**src/common/flash_reg_pkg.sv**
```systemverilog
// Constants and types for the register-write and wrap-length command logic
package flash_reg_pkg;

   // Clock and timing
   localparam int unsigned CLK_PERIOD_NS     = 10;
   localparam int unsigned VOL_WRITE_TIME_NS = 50;
   localparam int unsigned NV_WRITE_TIME_US  = 500;
   localparam int unsigned VOL_WRITE_CYCLES  =
      (VOL_WRITE_TIME_NS / CLK_PERIOD_NS) > 0 ? VOL_WRITE_TIME_NS / CLK_PERIOD_NS : 1;
   localparam int unsigned NV_WRITE_CYCLES   = (NV_WRITE_TIME_US * 1000 + CLK_PERIOD_NS - 1)
                                               / CLK_PERIOD_NS;

   // Instruction codes
   localparam logic [7:0] OPC_WRITE_ENABLE  = 8'h06;
   localparam logic [7:0] OPC_WRITE_DISABLE = 8'h04;
   localparam logic [7:0] OPC_CLEAR_STATUS  = 8'h30;
   localparam logic [7:0] OPC_CLEAR_ALT     = 8'h82;
   localparam logic [7:0] OPC_WIDE_ADDRESS  = 8'hb7;
   localparam logic [7:0] OPC_WRITE_ANY     = 8'h71;
   localparam logic [7:0] OPC_SET_WRAP      = 8'hc0;

   // Register indices inside each bank
   localparam int unsigned REG_COUNT  = 6;
   localparam logic [2:0]  IDX_STATUS = 3'h0;
   localparam logic [2:0]  IDX_CFG2   = 3'h3;
   localparam logic [2:0]  IDX_CFG4   = 3'h5;

   // Register address decode
   localparam logic [23:0] REG_IDX_MASK  = 24'h000007;
   localparam logic [23:0] REG_NV_BASE   = 24'h000000;
   localparam logic [23:0] REG_VOL_BASE  = 24'h800000;
   localparam logic [23:0] REG_LOCK_ADDR = 24'h800040;
   localparam int unsigned DIE_ADDR_BIT  = 26;

   // Bit positions
   localparam int unsigned BIT_BUSY      = 0;
   localparam int unsigned BIT_WR_LATCH  = 1;
   localparam int unsigned BIT_ERASE_ERR = 5;
   localparam int unsigned BIT_PROG_ERR  = 6;
   localparam int unsigned BIT_ADDR_WIDE = 7;
   localparam int unsigned BIT_WRAP_OFF  = 4;
   localparam logic [7:0]  WRAP_FIELD_MASK = 8'h13;
   localparam logic [1:0]  ADDR_LEFT_NARROW = 2'h2;
   localparam logic [1:0]  ADDR_LEFT_WIDE   = 2'h3;

   // Per-register bit types and values after power-on
   localparam logic [7:0] NV_DEFAULT [0:REG_COUNT-1] =
      '{8'h00, 8'h00, 8'h00, 8'h08, 8'h00, 8'h10};
   localparam logic [7:0] RO_MASK    [0:REG_COUNT-1] =
      '{8'h63, 8'hff, 8'h00, 8'h00, 8'h00, 8'h00};
   localparam logic [7:0] OTP_MASK   [0:REG_COUNT-1] =
      '{8'h00, 8'h00, 8'h3c, 8'h00, 8'h00, 8'h00};

   // Wrap group arithmetic
   localparam logic [6:0] WRAP_MIN_GROUP = 7'h08;

   typedef enum logic [1:0] {
      FR_OPC  = 2'b00,
      FR_ADDR = 2'b01,
      FR_DATA = 2'b10,
      FR_DONE = 2'b11
   } frame_t;

   typedef enum logic [2:0] {
      OP_IDLE  = 3'b000,
      OP_VOL   = 3'b001,
      OP_ERASE = 3'b010,
      OP_PROG  = 3'b011,
      OP_FAIL  = 3'b100
   } op_t;

endpackage : flash_reg_pkg

```
**src/rtl/flash_reg_write.sv**
```systemverilog
// Serial command logic for register writes and the burst wrap length
module flash_reg_write
   import flash_reg_pkg::*;
#(
   parameter int unsigned NV_WRITE_CYC = NV_WRITE_CYCLES,
   parameter bit          TWO_DIE      = 1'b0,
   parameter bit          DIE_UPPER    = 1'b0
) (
   input  wire logic        CLK,
   input  wire logic        RESET,
   input  wire logic        CE,
   input  wire logic        SOFT_RESET,
   input  wire logic        SCK,
   input  wire logic        CS_N,
   input  wire logic        SI,
   input  wire logic        ERASE_FAIL,
   input  wire logic        PROGRAM_FAIL,
   input  wire logic        READ_LOAD,
   input  wire logic        READ_NEXT,
   input  wire logic        READ_QUAD,
   input  wire logic [31:0] READ_START,
   output logic      [7:0]  STATUS_ONE,
   output logic      [7:0]  CONFIG_TWO,
   output logic      [7:0]  CONFIG_FOUR,
   output logic      [7:0]  NV_CONFIG_FOUR,
   output logic      [31:0] READ_ADDR
);

   localparam logic [31:0] ERASE_LOAD = 32'(NV_WRITE_CYC / 2 - 1);
   localparam logic [31:0] PROG_LOAD  = 32'(NV_WRITE_CYC - NV_WRITE_CYC / 2 - 1);
   localparam logic [31:0] VOL_LOAD   = 32'(VOL_WRITE_CYCLES - 1);

   // Pin synchronisers; stage one feeds stage two only
   logic [2:0] sck_s;
   logic [2:0] cs_s;
   logic [1:0] si_s;
   logic       sck_rise;
   logic       cs_rise;

   frame_t      fr_q,    fr_d;
   logic [2:0]  bits_q,  bits_d;
   logic [7:0]  shift_q, shift_d;
   logic [7:0]  opc_q,   opc_d;
   logic [31:0] addr_q,  addr_d;
   logic [7:0]  data_q,  data_d;
   logic [1:0]  left_q,  left_d;
   logic [7:0]  byte_in;

   op_t         op_q,    op_d;
   logic [31:0] tmr_q,   tmr_d;
   logic [2:0]  pidx_q,  pidx_d;
   logic [7:0]  pval_q,  pval_d;
   logic        pwr_q,   pwr_d;
   logic [7:0]  v_q  [0:REG_COUNT-1];
   logic [7:0]  v_d  [0:REG_COUNT-1];
   logic [7:0]  nv_q [0:REG_COUNT-1];
   logic [7:0]  nv_d [0:REG_COUNT-1];

   logic        exec;
   logic        clr;
   logic        e_set;
   logic        p_set;
   logic        die_ok;
   logic [2:0]  idx;
   logic        to_nv;
   logic        to_vol;
   logic [7:0]  old_val;
   logic [7:0]  new_val;

   assign sck_rise = sck_s[1] & ~sck_s[2];
   assign cs_rise  = cs_s[1] & ~cs_s[2];
   assign byte_in  = {shift_q[6:0], si_s[1]};
   // Partial bytes never execute
   assign exec     = cs_rise && fr_q == FR_DONE && bits_q == 3'h0;

   function automatic logic [7:0] merge_bits(input logic [7:0] old, input logic [7:0] wr,
                                             input logic [7:0] ro,  input logic [7:0] otp,
                                             input logic [7:0] def);
      logic [7:0] moved;
      moved = old ^ def;
      merge_bits = (wr & ~ro & ~otp) | (old & ro)
                 | (otp & ((old & moved) | (wr & ~moved)));
   endfunction : merge_bits

   always_ff @(posedge CLK) begin
      if (RESET) begin
         sck_s <= 3'h0;
         cs_s  <= 3'h7;
         si_s  <= 2'h0;
      end else if (CE) begin
         sck_s <= {sck_s[1:0], SCK};
         cs_s  <= {cs_s[1:0], CS_N};
         si_s  <= {si_s[0], SI};
      end
   end

   // Serial frame: opcode, address, data, then ignore
   always_comb begin
      fr_d    = fr_q;
      bits_d  = bits_q;
      shift_d = shift_q;
      opc_d   = opc_q;
      addr_d  = addr_q;
      data_d  = data_q;
      left_d  = left_q;
      if (cs_s[1]) begin
         fr_d   = FR_OPC;
         bits_d = 3'h0;
      end else if (sck_rise) begin
         shift_d = byte_in;
         bits_d  = bits_q + 3'h1;
         if (bits_q == 3'h7) begin
            case (fr_q)
               FR_OPC: begin
                  opc_d  = byte_in;
                  addr_d = '0;
                  if (byte_in == OPC_WRITE_ANY) begin
                     fr_d   = FR_ADDR;
                     left_d = v_q[IDX_CFG2][BIT_ADDR_WIDE] ? ADDR_LEFT_WIDE
                                                           : ADDR_LEFT_NARROW;
                  end else if (byte_in == OPC_SET_WRAP) begin
                     fr_d = FR_DATA;
                  end else begin
                     fr_d = FR_DONE;
                  end
               end
               FR_ADDR: begin
                  addr_d = {addr_q[23:0], byte_in};
                  left_d = left_q - 2'h1;
                  if (left_q == 2'h0) begin
                     fr_d = FR_DATA;
                  end
               end
               FR_DATA: begin
                  data_d = byte_in;
                  fr_d   = FR_DONE;
               end
               default: begin
                  fr_d = FR_DONE;
               end
            endcase
         end
      end
   end

   always_ff @(posedge CLK) begin
      if (RESET) begin
         fr_q    <= FR_OPC;
         bits_q  <= 3'h0;
         shift_q <= 8'h00;
         opc_q   <= 8'h00;
         addr_q  <= 32'h0000_0000;
         data_q  <= 8'h00;
         left_q  <= 2'h0;
      end else if (CE) begin
         fr_q    <= fr_d;
         bits_q  <= bits_d;
         shift_q <= shift_d;
         opc_q   <= opc_d;
         addr_q  <= addr_d;
         data_q  <= data_d;
         left_q  <= left_d;
      end
   end

   // Register banks and the update engine
   always_comb begin
      v_d    = v_q;
      nv_d   = nv_q;
      op_d   = op_q;
      tmr_d  = tmr_q;
      pidx_d = pidx_q;
      pval_d = pval_q;
      pwr_d  = pwr_q;
      e_set  = 1'b0;
      p_set  = 1'b0;
      clr    = exec && (opc_q == OPC_CLEAR_STATUS || opc_q == OPC_CLEAR_ALT);
      idx    = addr_q[2:0];
      die_ok = !TWO_DIE || (v_q[IDX_CFG2][BIT_ADDR_WIDE]
                            && addr_q[DIE_ADDR_BIT] == DIE_UPPER);
      to_nv  = idx < 3'(REG_COUNT) && (addr_q[23:0] & ~REG_IDX_MASK) == REG_NV_BASE;
      to_vol = idx < 3'(REG_COUNT) && (addr_q[23:0] & ~REG_IDX_MASK) == REG_VOL_BASE;
      old_val = to_nv ? nv_q[idx] : v_q[idx];
      new_val = merge_bits(old_val, data_q, RO_MASK[idx], OTP_MASK[idx],
                           NV_DEFAULT[idx]);
      case (op_q)
         OP_VOL: begin
            if (tmr_q == 32'h0) begin
               if (pwr_q) begin
                  v_d[pidx_q] = pval_q;
               end
               v_d[IDX_STATUS][BIT_WR_LATCH] = 1'b0;
               op_d = OP_IDLE;
            end else begin
               tmr_d = tmr_q - 32'h1;
            end
         end
         OP_ERASE: begin
            if (tmr_q == 32'h0) begin
               if (ERASE_FAIL) begin
                  e_set = 1'b1;
                  op_d  = OP_FAIL;
               end else begin
                  op_d  = OP_PROG;
                  tmr_d = PROG_LOAD;
               end
            end else begin
               tmr_d = tmr_q - 32'h1;
            end
         end
         OP_PROG: begin
            if (tmr_q == 32'h0) begin
               if (PROGRAM_FAIL) begin
                  p_set = 1'b1;
                  op_d  = OP_FAIL;
               end else begin
                  nv_d[pidx_q] = pval_q;
                  v_d[IDX_STATUS][BIT_WR_LATCH] = 1'b0;
                  op_d = OP_IDLE;
               end
            end else begin
               tmr_d = tmr_q - 32'h1;
            end
         end
         OP_FAIL: begin
            if (clr) begin
               v_d[IDX_STATUS][BIT_WR_LATCH] = 1'b0;
               op_d = OP_IDLE;
            end
         end
         default: begin
            // Only the status clear is taken while busy
            if (exec) begin
               if (opc_q == OPC_WRITE_ENABLE) begin
                  v_d[IDX_STATUS][BIT_WR_LATCH] = 1'b1;
               end else if (opc_q == OPC_WRITE_DISABLE) begin
                  v_d[IDX_STATUS][BIT_WR_LATCH] = 1'b0;
               end else if (opc_q == OPC_WIDE_ADDRESS) begin
                  v_d[IDX_CFG2][BIT_ADDR_WIDE] = 1'b1;
               end else if (opc_q == OPC_SET_WRAP) begin
                  v_d[IDX_CFG4] = (v_q[IDX_CFG4] & ~WRAP_FIELD_MASK)
                                | (data_q & WRAP_FIELD_MASK);
               end else if (opc_q == OPC_WRITE_ANY && v_q[IDX_STATUS][BIT_WR_LATCH]
                            && die_ok) begin
                  // Lock latch address matches neither bank, so nothing is stored
                  pidx_d = idx;
                  pval_d = new_val;
                  pwr_d  = to_vol && new_val != old_val;
                  op_d   = OP_VOL;
                  tmr_d  = VOL_LOAD;
                  if (to_nv && new_val != old_val) begin
                     pwr_d = 1'b0;
                     op_d  = OP_ERASE;
                     tmr_d = ERASE_LOAD;
                  end
               end
            end
         end
      endcase
      // Flags set by hardware win over a clear in the same cycle
      v_d[IDX_STATUS][BIT_ERASE_ERR] = (v_q[IDX_STATUS][BIT_ERASE_ERR] & ~clr) | e_set;
      v_d[IDX_STATUS][BIT_PROG_ERR]  = (v_q[IDX_STATUS][BIT_PROG_ERR] & ~clr) | p_set;
      if (SOFT_RESET) begin
         for (int i = 0; i < REG_COUNT; i++) begin
            v_d[i] = nv_q[i] & ~RO_MASK[i];
         end
         op_d = OP_IDLE;
      end
      v_d[IDX_STATUS][BIT_BUSY] = op_d != OP_IDLE;
   end

   always_ff @(posedge CLK) begin
      if (RESET) begin
         op_q   <= OP_IDLE;
         tmr_q  <= 32'h0;
         pidx_q <= 3'h0;
         pval_q <= 8'h00;
         pwr_q  <= 1'b0;
         for (int i = 0; i < REG_COUNT; i++) begin
            nv_q[i] <= NV_DEFAULT[i];
            v_q[i]  <= NV_DEFAULT[i] & ~RO_MASK[i];
         end
      end else if (CE) begin
         op_q   <= op_d;
         tmr_q  <= tmr_d;
         pidx_q <= pidx_d;
         pval_q <= pval_d;
         pwr_q  <= pwr_d;
         v_q    <= v_d;
         nv_q   <= nv_d;
      end
   end

   assign STATUS_ONE     = v_q[IDX_STATUS];
   assign CONFIG_TWO     = v_q[IDX_CFG2];
   assign CONFIG_FOUR    = v_q[IDX_CFG4];
   assign NV_CONFIG_FOUR = nv_q[IDX_CFG4];

   // Wrap settings are sampled when a read loads its start address
   wrap_addr_seq #(
      .AW (32)
   ) u_seq (
      .clk        (CLK),
      .rst        (RESET),
      .ce         (CE),
      .load       (READ_LOAD),
      .next       (READ_NEXT),
      .wrap_en    (READ_QUAD && !v_q[IDX_CFG4][BIT_WRAP_OFF]),
      .wrap_len   (v_q[IDX_CFG4][1:0]),
      .start_addr (READ_START),
      .addr_q     (READ_ADDR)
   );
endmodule : flash_reg_write

```
**src/rtl/wrap_addr_seq.sv**
```systemverilog
// Read byte-address sequencer with optional aligned wrap groups
module wrap_addr_seq
   import flash_reg_pkg::*;
#(
   parameter int unsigned AW = 32
) (
   input  wire logic          clk,
   input  wire logic          rst,
   input  wire logic          ce,
   input  wire logic          load,
   input  wire logic          next,
   input  wire logic          wrap_en,
   input  wire logic [1:0]    wrap_len,
   input  wire logic [AW-1:0] start_addr,
   output logic      [AW-1:0] addr_q
);

   logic [AW-1:0] addr_d;
   logic [AW-1:0] inc;
   logic [5:0]    mask_q;
   logic [5:0]    mask_d;
   logic          wrap_q;
   logic          wrap_d;

   always_comb begin
      addr_d = addr_q;
      mask_d = mask_q;
      wrap_d = wrap_q;
      inc    = addr_q + AW'(1);
      if (load) begin
         addr_d = start_addr;
         wrap_d = wrap_en;
         mask_d = 6'((WRAP_MIN_GROUP << wrap_len) - 7'h01);
      end else if (next) begin
         if (wrap_q) begin
            addr_d = {addr_q[AW-1:6], (addr_q[5:0] & ~mask_q) | (inc[5:0] & mask_q)};
         end else begin
            addr_d = inc;
         end
      end
   end

   always_ff @(posedge clk) begin
      if (rst) begin
         addr_q <= '0;
         mask_q <= '0;
         wrap_q <= 1'b0;
      end else if (ce) begin
         addr_q <= addr_d;
         mask_q <= mask_d;
         wrap_q <= wrap_d;
      end
   end
endmodule : wrap_addr_seq

```
**config.mk**
```make
export PLATFORM = sky130hd
export DESIGN_NAME = flash_reg_write
export DESIGN_NICKNAME = d
export VERILOG_FILES = /design/src/common/flash_reg_pkg.sv /design/src/rtl/flash_reg_write.sv /design/src/rtl/wrap_addr_seq.sv
export SDC_FILE = /design/constraint.sdc
export NUM_CORES = 1
export LEC_CHECK = 0
export ABC_AREA = 1
export ABC_CLOCK_PERIOD_IN_PS = 2750
export BUFFER_PORTS_ARGS = -buffer_cell sky130_fd_sc_hd__buf_2
export CAP_MARGIN = 0
export CORE_ASPECT_RATIO = 0.75
export CORE_MARGIN = 1
export CORE_UTILIZATION = 45
export CTS_BUF_LIST = sky130_fd_sc_hd__clkbuf_8
export CTS_CLUSTER_DIAMETER = 80
export CTS_CLUSTER_SIZE = 8
export DETAILED_ROUTE_END_ITERATION = 8
export PLACE_DENSITY_LB_ADDON = 0.2
export SYNTH_ARGS = -nofsm -noshare
export SYNTH_HDL_FRONTEND = slang
export SYNTH_SLANG_ARGS = --single-unit
```
**constraint.sdc**
```tcl
create_clock -name CLK -period 2.75 [get_ports CLK]
set_input_delay 0.275 -clock CLK [delete_from_list [all_inputs] [get_ports CLK]]
set_output_delay 0.275 -clock CLK [all_outputs]
set_load 0.01 [all_outputs]
```
* Word-level counts from Yosys, hierarchy flattened *
Memory sizes are Yosys's and may differ from the RTL's.
Index checks and enable logic that the tools add are counted.

storage, ports and cells
  logic and storage cells = 264
  output and inout bits = 64
  memories = 3
  bits in registers = 244
  input bits = 44
  bits in read-only memories = 192

memories
  name             depth  bits a word  read ports  clocked after Yosys merged registers in  write ports  line                    source
  (no name shown)  8      8            1           0                                        0            flash_reg_write.sv:185  NV_DEFAULT[idx]);
  (no name shown)  8      8            1           0                                        0            flash_reg_write.sv:184  new_val = merge_bits(old_val, data_q, RO_MASK[idx], OTP_MASK[idx],
  (no name shown)  8      8            1           0                                        0            flash_reg_write.sv:184

cells by class
  equal/unequal tests = 38
  add/subtract/negate cells = 5
  bitwise operators = 37
  reduce and logical (&&, ||, !) cells = 52
  shift-type cells = 1
  muxes and demuxes = 90
  order comparisons = 4

operators by type and width
  kind                                                    number
  2-to-1 mux 32 bit                                       12
  2-to-1 mux 48 bit                                       3
  2-to-1 mux 8 bit                                        17
  bitwise mux 48 bit                                      2
  case mux 32 bit (3 select lines)                        1
  AND 8 bit                                               6
  binary-select mux 8 bit (select 3 bit)                  2
  case mux 24 bit (2 select lines)                        1
  2-to-1 mux 3 bit                                        15
  adder 32 x 1 -> 32 bit (second input constant)          1
  equality test 8 bit (second input constant)             4
  logical NOT 32 bit                                      1
  subtractor 32 x 1 -> 32 bit (second input constant)     1
  2-to-1 mux 15 bit                                       2
  demux 8 bit (select 3 bit)                              1
  logical NOT 24 bit                                      1
  NOT 8 bit                                               3
  OR 8 bit                                                3
  AND reduction 8 bit                                     3
  equality test 21 bit (second input constant)            1
  inequality test 3 x 2 -> 1 bit (second input constant)  7
  inequality test 3 bit (second input constant)           7
  2-to-1 mux 1 bit                                        19
  nonzero test 3 bit                                      6
  other kinds (53)                                        108

* Depth between registers and ports, before layout *
Gate-level depths: netlist of run 1.

  depth after elaboration = 23
  mapped depth = 21

* Hierarchy *
A second synthesis of run 1 with hierarchy kept.

unflattened totals
  cells, all modules = 1947
  area, all modules = 13397.8 µm²

by module, submodules not included
  module           area each (µm²)  sequential area each (µm²)  times used  cells each
  flash_reg_write  10817.9          4103.9                      1           1541
  wrap_addr_seq    2580.0           740.7                       1           406

* Worst setup path before layout of run 1 *
Ideal clock, no wire load.

  path kind = register to register
  from = reg u_seq.addr_q[0]
  to = reg u_seq.addr_q[30]
  path buffers = 0
  setup slack = 0.574 ns
  cell stages (with the launch flop) = 17
  clock period less this slack = 2.176 ns
  arrival = 2.056 ns
  setup time = 0.119 ns
  cells stage by stage = dfxtp_1 > ha_1 > nand2_1 > nor2_2 > nand3_1 > nor2_1 > nand2_1 > inv_2 > nand4_2 > nor2_1 > nand2_1 > nor3_4 > nand3_1 > nor2_1 > nand2_1 > nand3_1 > a21oi_1

on the way
  cells in the longest elaborated chain, start to end = 4

RTL lines
  item                    line                 source
  from (decl)             wrap_addr_seq.sv:15  output logic [AW-1:0] addr_q
  from (signal assigned)  wrap_addr_seq.sv:49  addr_q <= addr_d;
  adder 32 x 1 -> 32 bit  wrap_addr_seq.sv:29  inc = addr_q + AW'(1);
  2-to-1 mux 32 bit       wrap_addr_seq.sv:35  if (wrap_q) begin
  2-to-1 mux 32 bit       wrap_addr_seq.sv:34  end else if (next) begin
  2-to-1 mux 32 bit       wrap_addr_seq.sv:30  if (load) begin

No other way between the ends. The select of a mux whose other input is x is not followed.
A chain may end at the register's enable or synchronous reset.

* Worst setup path after layout of run 1 *
  from = reg addr_q[2]
  to = reg tmr_q[1]

on the way
  cells in the longest elaborated chain, start to end = 21
  elaborated cells between the ends (all ways) = 42
  classes of those cells = order compare: 1; eq/ne: 1; mux: 21; bitwise: 14; reduce/logical: 2; memory: 3

RTL lines
  item                                                  line                                                                    source
  from (decl)                                           flash_reg_write.sv:44                                                   logic [31:0] addr_q, addr_d;
  from (signal assigned)                                flash_reg_write.sv:160                                                  addr_q <= addr_d;
  NOT 3 -> 4 bit (not written as such)                  flash_reg_write.sv:183, flash_reg_write.sv:184, flash_reg_write.sv:185
  binary-select mux 8 bit (select 3 bit)                flash_reg_write.sv:183                                                  old_val = to_nv ? nv_q[idx] : v_q[idx];
  2-to-1 mux 8 bit (not written as such) (2 in series)  flash_reg_write.sv:183
  2-to-1 mux 8 bit                                      flash_reg_write.sv:183
  bitwise XOR 8 bit                                     flash_reg_write.sv:80                                                   moved = old ^ def;
  NOT 8 bit                                             flash_reg_write.sv:82                                                   | (otp & ((old & moved) | (wr & ~moved)));
  AND 8 bit                                             flash_reg_write.sv:82
  OR 8 bit                                              flash_reg_write.sv:82
  (+4 left out)                                         n/a
  2-to-1 mux 15 bit *                                   flash_reg_write.sv:251                                                  if (to_nv && new_val != old_val) begin
  2-to-1 mux 32 bit *                                   flash_reg_write.sv:243                                                  end else if (opc_q == OPC_WRITE_ANY && v_q[IDX_STATUS][BIT_WR_LATCH]
  2-to-1 mux 32 bit *                                   flash_reg_write.sv:240                                                  end else if (opc_q == OPC_SET_WRAP) begin
  2-to-1 mux 32 bit *                                   flash_reg_write.sv:238                                                  end else if (opc_q == OPC_WIDE_ADDRESS) begin
  2-to-1 mux 32 bit *                                   flash_reg_write.sv:236                                                  end else if (opc_q == OPC_WRITE_DISABLE) begin
  2-to-1 mux 32 bit *                                   flash_reg_write.sv:234                                                  if (opc_q == OPC_WRITE_ENABLE) begin
  2-to-1 mux 32 bit *                                   flash_reg_write.sv:233                                                  if (exec) begin
  case mux 32 bit (3 select lines) *                    flash_reg_write.sv:186                                                  case (op_q)
  to (signal assigned)                                  flash_reg_write.sv:285                                                  tmr_q <= tmr_d;
  to (decl)                                             flash_reg_write.sv:50                                                   logic [31:0] tmr_q, tmr_d;

Every way passes the cells marked *; elsewhere a longest branch is shown, timed or not. The select of a mux whose other input is x is not followed.

==> impl_metrics.py, run 1 <==
metrics = {
    "cells_and_area": {
        "layout-drive-gt1-share_pct": 14.9,
        "diodes": 0,
        "fin_nets": 2028,
        "seqCellArea_um2": 4850,
        "fillers": 2885,
        "multiInputGateArea_um2": 6560,
        "final_util_pct": 51.4,
        "syn_to_final_growth_pct": 12.1,
        "fin_cells": 2365,
    },
    "drt": {
        "drt_iter0_markers": 1256,
        "dr.pass1.iters": 6,
        "via_count": 13090,
        "routedWlPerCell_um": 17.1,
        "avgViaCountPerCell": 5.53,
        "routed_wl_um": 40500,
        "drc": 0,
        "ant_nets": 0,
    },
    "placement": {
        "gp_congestion": 0.997,
        "post-place-cells": 2306,
        "dpl.hpwl_um": 28900,
        "portBuffers": 107,
    },
    "run": {
        "cap_violations": 0,
    },
    "clocking": {
        "cts_sinks": 242,
        "clock-root-buffer": "clkbuf_8",
        "numCtsBuffers": 36,
        "clk_pin_slew_worst_paths_ps": 60,
        "clk_latency_ps": 570,
        "cts.htree.levels": 2,
        "cts_tree": "built",
        "clk_path_buf_depth": 3,
    },
    "synth": {
        "seq_area_frac_synth_pct": 37.7,
        "synthCells": 1879,
        "ys.flop_type": "dfxtp_1",
        "syn-cell-area_um2": 12900,
        "async_flop_share_pct": 0,
        "yosysUniqueCellTypes": 57,
        "synth_nets": 1929,
        "avgSynthCellArea_um2": 6.84,
        "synth_seq_cells": 242,
        "synth_warnings": 0,
        "synth_edf_count": 0,
    },
    "sta": {
        "slew_violations": 0,
        "rsz0062_at_grt": "yes",
        "setup_viol": 0,
        "finalHoldViolCount": 0,
        "setup-tns-final_ps": 0,
        "skew_ps": 34.2,
        "slew_headroom_pct": 33.4,
        "fmax_ghz": 0.386,
        "hold-worst-slack_ps": 24.3,
        "worst_pin_slew_ps": 999,
        "finalCriticalPeriod_ps": 2590,
        "finalCritPeriodShare_pct": 94.2,
    },
    "critical_path": {
        "cp-start-kind": "flip-flop",
        "worstSetupEndpointType": "flip-flop",
        "worstPathRequired_ps": 3210,
        "crit_type": "reg2reg",
        "critPathArrivalTime_ps": 3050,
        "critPathMaxFanout": 11,
    },
    "die": {
        "start_util_pct": 45.8,
        "rows": 53,
        "dieArea_um2": 29300,
        "io_pins": 108,
        "chipHeight_um": 148,
        "die_w_um": 197,
        "core_area_um2": 28100,
    },
    "power": {
        "max-vdd-ir-drop_mv": 0.331,
        "power_leakage_nw": 5.93,
        "p_total_w": 0.00765,
        "p_per_area_nw_per_um2": 531,
    },
    "grt": {
        "grt_use_total_pct": 27.5,
        "antenna_found_initial": 0,
        "grt_pass1_wl_um": 63500,
        "grt_max_degree": 82,
        "grt_pass1_vias": 11516,
        "grt-ovfl-total": 0,
    },
    "hold_path": {
        "worstHoldPathType": "in2reg",
    },
    "outcome": {
        "status": "completed",
    },
}
## where the power goes
group / total [W] / switching [W] / internal (W)
logic: 0.00125 / 0.000809 / 0.000439
clock network: 0.00261 / 0.00140 / 0.00121
registers: 0.00379 / 0.000141 / 0.00365
total: 0.00765 / 0.00235 / 0.00529
## metal layers
layer  wire length (um)  global-route usage [%]  part of all wire (%)
met1              19400                    42.3                    48
met2              15900                    37.5                    39
met3               4280                    5.90                    11
met4                934                    7.91                   2.3
met5                 11                   0.337                 0.027
## cell families (layout without fill, tap and decap cells)
group | count (synthesis) | count (layout) | synth area share [%]
compound gates | 524 | 524 | 22.9
xor+xnor | 6 | 6 | 0.409
fa+ha+maj | 6 | 6 | 0.584
buf+inv | 339 | 440 | 11.6
flops | 242 | 242 | 37.7
simple gates | 762 | 762 | 26.8
## cell usage in the layout, fill, tap and decap left out, types with 15 or more instances in the layout
cell and count:
nand2_1 366, dfxtp_1 239, a21oi_1 210, inv_1 196, o21ai_0 174, nor2_1 167
buf_2 106, nand3_1 101, buf_4 48, clkbuf_8 37, a31oi_1 32, nor3_1 31
a211oi_1 27, inv_2 26, nand4_1 23, o21ai_1 19, nor2_4 17, dlygate4sd3_1 15
## layout make-up
class / count / area share, %
Multi-Input combinational cell: 1298 / 45.5
Sequential cell: 242 / 33.6
Timing Repair Buffer: 174 / 7.86
Inverter: 226 / 5.91
Clock buffer: 37 / 3.53
Tap cell: 385 / 3.34
Clock inverter: 3 / 0.165
## worst max-delay path, cell delays in order, from the launching register on
cell	delay, ps
dfxtp_1	430
inv_2	160
nor2_4	220
buf_4	200
nand3_1	120
nand2_1	140
nand2_1	70
nand2_1	80
o211ai_1	100
nand2_1	80
nand3_1	60
nor2_1	110
nand2_1	180
nand3_1	200
nand2_1	120
o21ai_0	180
inv_1	50
## cell usage after synthesis (12+ instances only)
cell      instances  area, um2
nand3_1         103        515
a21oi_1         210       1050
inv_1           196        736
nor2_1          168        631
buf_4            42        315
dfxtp_1         242       4840
a31oi_1          32        200
buf_2            15       75.1
o21ai_1          19       95.1
a211oi_1         27        203
nor2_4           16        180
o21ai_0         174        871
o211ai_1         12       90.1
inv_2            27        101
nand4_1          23        144
nor4_1           12       75.1
clkbuf_1         45        169
nor3_1           31        155
a221oi_1         14        123
nand2_1         366       1370
## stage by stage
stage	area (um2)	worst slack [ps]
finish	14400	159
global route	14400	-53.7
CTS	14300	120
detailed placement	13600	164
global placement	13600	181
floorplan	12900	574
## flip-flops by register name (all words and copies together) (netlist names), 2 cells and up, named ones only
register	flops
u_seq.mask_q	4
CONFIG_FOUR	8
STATUS_ONE	8
v_q	24
sck_s	3
shift_q	7
si_s	2
NV_CONFIG_FOUR	8
u_seq.addr_q	27
addr_q	24
pidx_q	3
opc_q	8
fr_q	2
nv_q	40
pval_q	8
left_q	2
cs_s	3
bits_q	3
tmr_q	32
data_q	8
op_q	3
CONFIG_TWO	8
## what timing repair did
action                                 in CTS  in global routing
hold buffers                               15                  0
endpoints found under the hold margin      15                  0
resized for setup                           0                 12
setup endpoints to repair                   0                 38
buffers inserted                            0                  4
## worst paths after layout
path	start	to	slack (ps)	cells past startpoint
max	addr_q[2]	tmr_q[1]	160	16
min	READ_START[3]	flip-flop	20	3
max reg2reg	addr_q[2]	tmr_q[1]	160	16
min reg2reg	addr_q[20]	addr_q[20]	460	2
No activity file was read; power rests on OpenSTA's default activity.
==> run 2, diff against run 1 <==
--- a/config.mk
+++ b/config.mk
@@ -5,9 +5,8 @@
 export SDC_FILE = /design/constraint.sdc
 export NUM_CORES = 1
 export LEC_CHECK = 0
-export ABC_AREA = 1
 export ABC_CLOCK_PERIOD_IN_PS = 2750
-export BUFFER_PORTS_ARGS = -buffer_cell sky130_fd_sc_hd__buf_2
+export BUFFER_PORTS_ARGS = -buffer_cell sky130_fd_sc_hd__buf_4
 export CAP_MARGIN = 0
 export CORE_ASPECT_RATIO = 0.75
 export CORE_MARGIN = 1
@@ -16,6 +15,7 @@
 export CTS_CLUSTER_DIAMETER = 80
 export CTS_CLUSTER_SIZE = 8
 export DETAILED_ROUTE_END_ITERATION = 8
+export GPL_ROUTABILITY_DRIVEN = 1
 export PLACE_DENSITY_LB_ADDON = 0.2
 export SYNTH_ARGS = -nofsm -noshare
 export SYNTH_HDL_FRONTEND = slang
==> impl_metrics.py, run 2 <==
metrics = {
    "die": {
        "die_w_um": 194,
        "io_pins": 108,
        "start_util_pct": 46.0,
        "core_area_um2": 27100,
        "rows": 52,
        "dieArea_um2": 28400,
        "chipHeight_um": 146,
    },
    "drt": {
        "routedWlPerCell_um": 19.2,
        "dr.pass1.iters": 6,
        "routed_wl_um": 40800,
        "drc": 0,
        "avgViaCountPerCell": 5.92,
        "via_count": 12614,
        "drt_iter0_markers": 992,
        "ant_nets": 0,
    },
    "cells_and_area": {
        "final_cell_mix": "270 x buf_4, 234 x dfxtp_1, 194 x nor2_1, 159 x nand2_1, 110 x a21oi_1",
        "diodes": 0,
        "layout-drive-gt1-share_pct": 29.2,
        "largest_reg_flops": 40,
        "fillers": 2371,
        "fin_nets": 1826,
        "syn_to_final_growth_pct": 31.6,
        "multiInputGateArea_um2": 7660,
        "top_register": "nv_q",
        "final_common_cell": "buf_4",
        "seqCellArea_um2": 4850,
        "reg_top3": "nv_q x40, tmr_q x32, u_seq.addr_q x27",
    },
    "grt": {
        "grt_use_total_pct": 27.4,
        "grt_max_degree": 202,
        "busiest_layer": "met1",
        "met2_usage_pct": 39.9,
        "antenna_found_initial": 1,
        "grt_pass1_vias": 11499,
        "grt_pass1_wl_um": 62800,
        "grt-ovfl-total": 0,
        "use_met3_pct": 5.73,
        "use_met1_pct": 40.7,
    },
    "sta": {
        "hold-worst-slack_ps": 38.6,
        "finalCriticalPeriod_ps": 2960,
        "setup_viol": 109,
        "slew_headroom_pct": 29.8,
        "worst_pin_slew_ps": 1050,
        "skew_ps": 47.4,
        "fmax_ghz": 0.338,
        "finalHoldViolCount": 0,
        "slew_violations": 0,
        "setup_slack_ps": -205,
        "finalCritPeriodShare_pct": 107,
        "setup-tns-final_ps": -9990,
        "rsz0062_at_grt": "yes",
    },
    "critical_path": {
        "crit_path_cell_trace": "or4_4 -> or3_4 -> nor4_4 -> buf_4 -> nand2_2 -> or4_4 -> buf_12 -> buf_8 -> nor2_4 -> nand2_1 -> a21oi_2",
        "cp-start-kind": "flip-flop",
        "worstSetupEndpointType": "flip-flop",
        "slowest_delay_ps": 530,
        "crit_type": "reg2reg",
        "worstPathRequired_ps": 3200,
        "cp_top_family": "simple AND/OR/NAND/NOR gates",
        "slowest_stage": "or4_4",
        "critPathArrivalTime_ps": 3410,
        "crit_path_frequent_cell": "or4_4",
        "critPathBufInv": 3,
        "critPathMaxFanout": 8,
    },
    "run": {
        "cap_violations": 0,
    },
    "placement": {
        "dpl.hpwl_um": 27000,
        "portBuffers": 107,
        "gp_congestion": 0.890,
    },
    "clocking": {
        "clock-root-buffer": "clkbuf_8",
        "cts_sinks": 242,
        "clk_latency_ps": 570,
        "cts.htree.levels": 2,
        "numCtsBuffers": 36,
        "cts_tree": "built",
        "clk_path_buf_depth": 3,
        "clk_pin_slew_worst_paths_ps": 70,
    },
    "synth": {
        "synth_nets": 1591,
        "yosysUniqueCellTypes": 84,
        "syn-cell-area_um2": 12500,
        "async_flop_share_pct": 0,
        "avgSynthCellArea_um2": 8.10,
        "yosysMostFrequentCell": "dfxtp_1",
        "netlist.area_leader.share_pct": 38.8,
        "synth_common_cells": "242 x dfxtp_1, 209 x nor2_1, 169 x nand2_1, 123 x a21oi_1, 83 x a22oi_1",
        "ys.flop_type": "dfxtp_1",
        "synth_seq_cells": 242,
        "synth_warnings": 0,
        "yosys.area.top_type": "dfxtp_1",
        "ys_top_cells_by_area": "dfxtp_1 39%, nor2_1 6.3%, mux2i_1 5.5%",
        "synth_edf_count": 0,
        "synthCells": 1541,
        "seq_area_frac_synth_pct": 38.8,
    },
    "power": {
        "p_total_w": 0.00716,
        "max-vdd-ir-drop_mv": 0.348,
        "p_per_area_nw_per_um2": 436,
        "power_leakage_nw": 6.25,
    },
    "outcome": {
        "violations": "negative setup slack",
        "status": "finished with violations",
    },
    "hold_path": {
        "worstHoldPathType": "in2reg",
    },
}
[run 2: cell types whose count changed after synthesis, sizes merged, moves of 18 or more]
cell	previous run	this run
a31oi	32	10
a21oi	216	127
nand3	105	30
a22oi	3	83
xnor2	1	26
inv	223	20
clkbuf	45	66
nand2	377	171
or3	1	19
mux2i	0	68
nor2	192	219
nor3	35	56
o21ai	195	71
[run 2: worst min-delay path, stage by stage]
cell,delay [ps]
buf_4,70
a221oi_1,70
nor3_1,120
[run 2: kinds of logic after synthesis]
kind of cell | Yosys count | synth area share (%)
flops | 242 | 38.8
xor+xnor | 30 | 2.11
compound gates | 417 | 22.0
buf+inv | 151 | 5.87
simple gates | 618 | 24.2
fa+ha+maj | 7 | 0.682
mux | 76 | 6.27
[run 2: final cells by class]
class | instances | area share, %
Clock buffer | 37 | 3.10
Clock inverter | 3 | 0.145
Inverter | 21 | 0.480
Multi-Input combinational cell | 1149 | 46.6
Sequential cell | 242 | 29.6
Tap cell | 351 | 2.67
Timing Repair Buffer | 326 | 17.4
[run 2: final timing paths]
check                       start               end  slack (ps)  depth (start not counted)
setup / recovery        tmr_q[11]          nv_q[33]        -210                         11
hold / removal     READ_START[16]  u_seq.addr_q[16]          40                          3
setup reg to reg        tmr_q[11]          nv_q[33]        -210                         11
hold reg to reg   u_seq.mask_q[5]   u_seq.mask_q[5]         450                          2
[run 2: metrics by stage]
step | utilization [%] | instances | area (um2) | worst slack [ps]
finish | 60.5 | 2129 | 16400 | -205
global route | 60.5 | 2129 | 16400 | -301
CTS | 57.5 | 2106 | 15600 | -184
detailed placement | 53.6 | 2048 | 14600 | -681
global placement | 53.6 | 2048 | 14600 | -647
floorplan | - | 1541 | 12500 | -41.9
[run 2: repair_timing]
action / CTS / global route
setup endpoints to repair: 135 / 138
pin swaps: 64 / 78
gates resized for setup: 73 / 115
hold buffers: 6 / 0
buffers inserted: 12 / 16
gates cloned: 0 / 8
endpoints found under the hold margin: 6 / 0
[run 2: where the power goes]
group          internal, W  switching (W)
Sequential         0.00359      0.0000955
Clock              0.00121        0.00137
Combinational     0.000434       0.000466
Total              0.00523        0.00193
[run 2: per-layer routing]
layer / up-vias / part of all wire [%]
li1: 6011 / -
met1: 6058 / 47
met2: 475 / 43
met3: 70 / 9.0
met4: 0 / 1.9
met5: - / 0
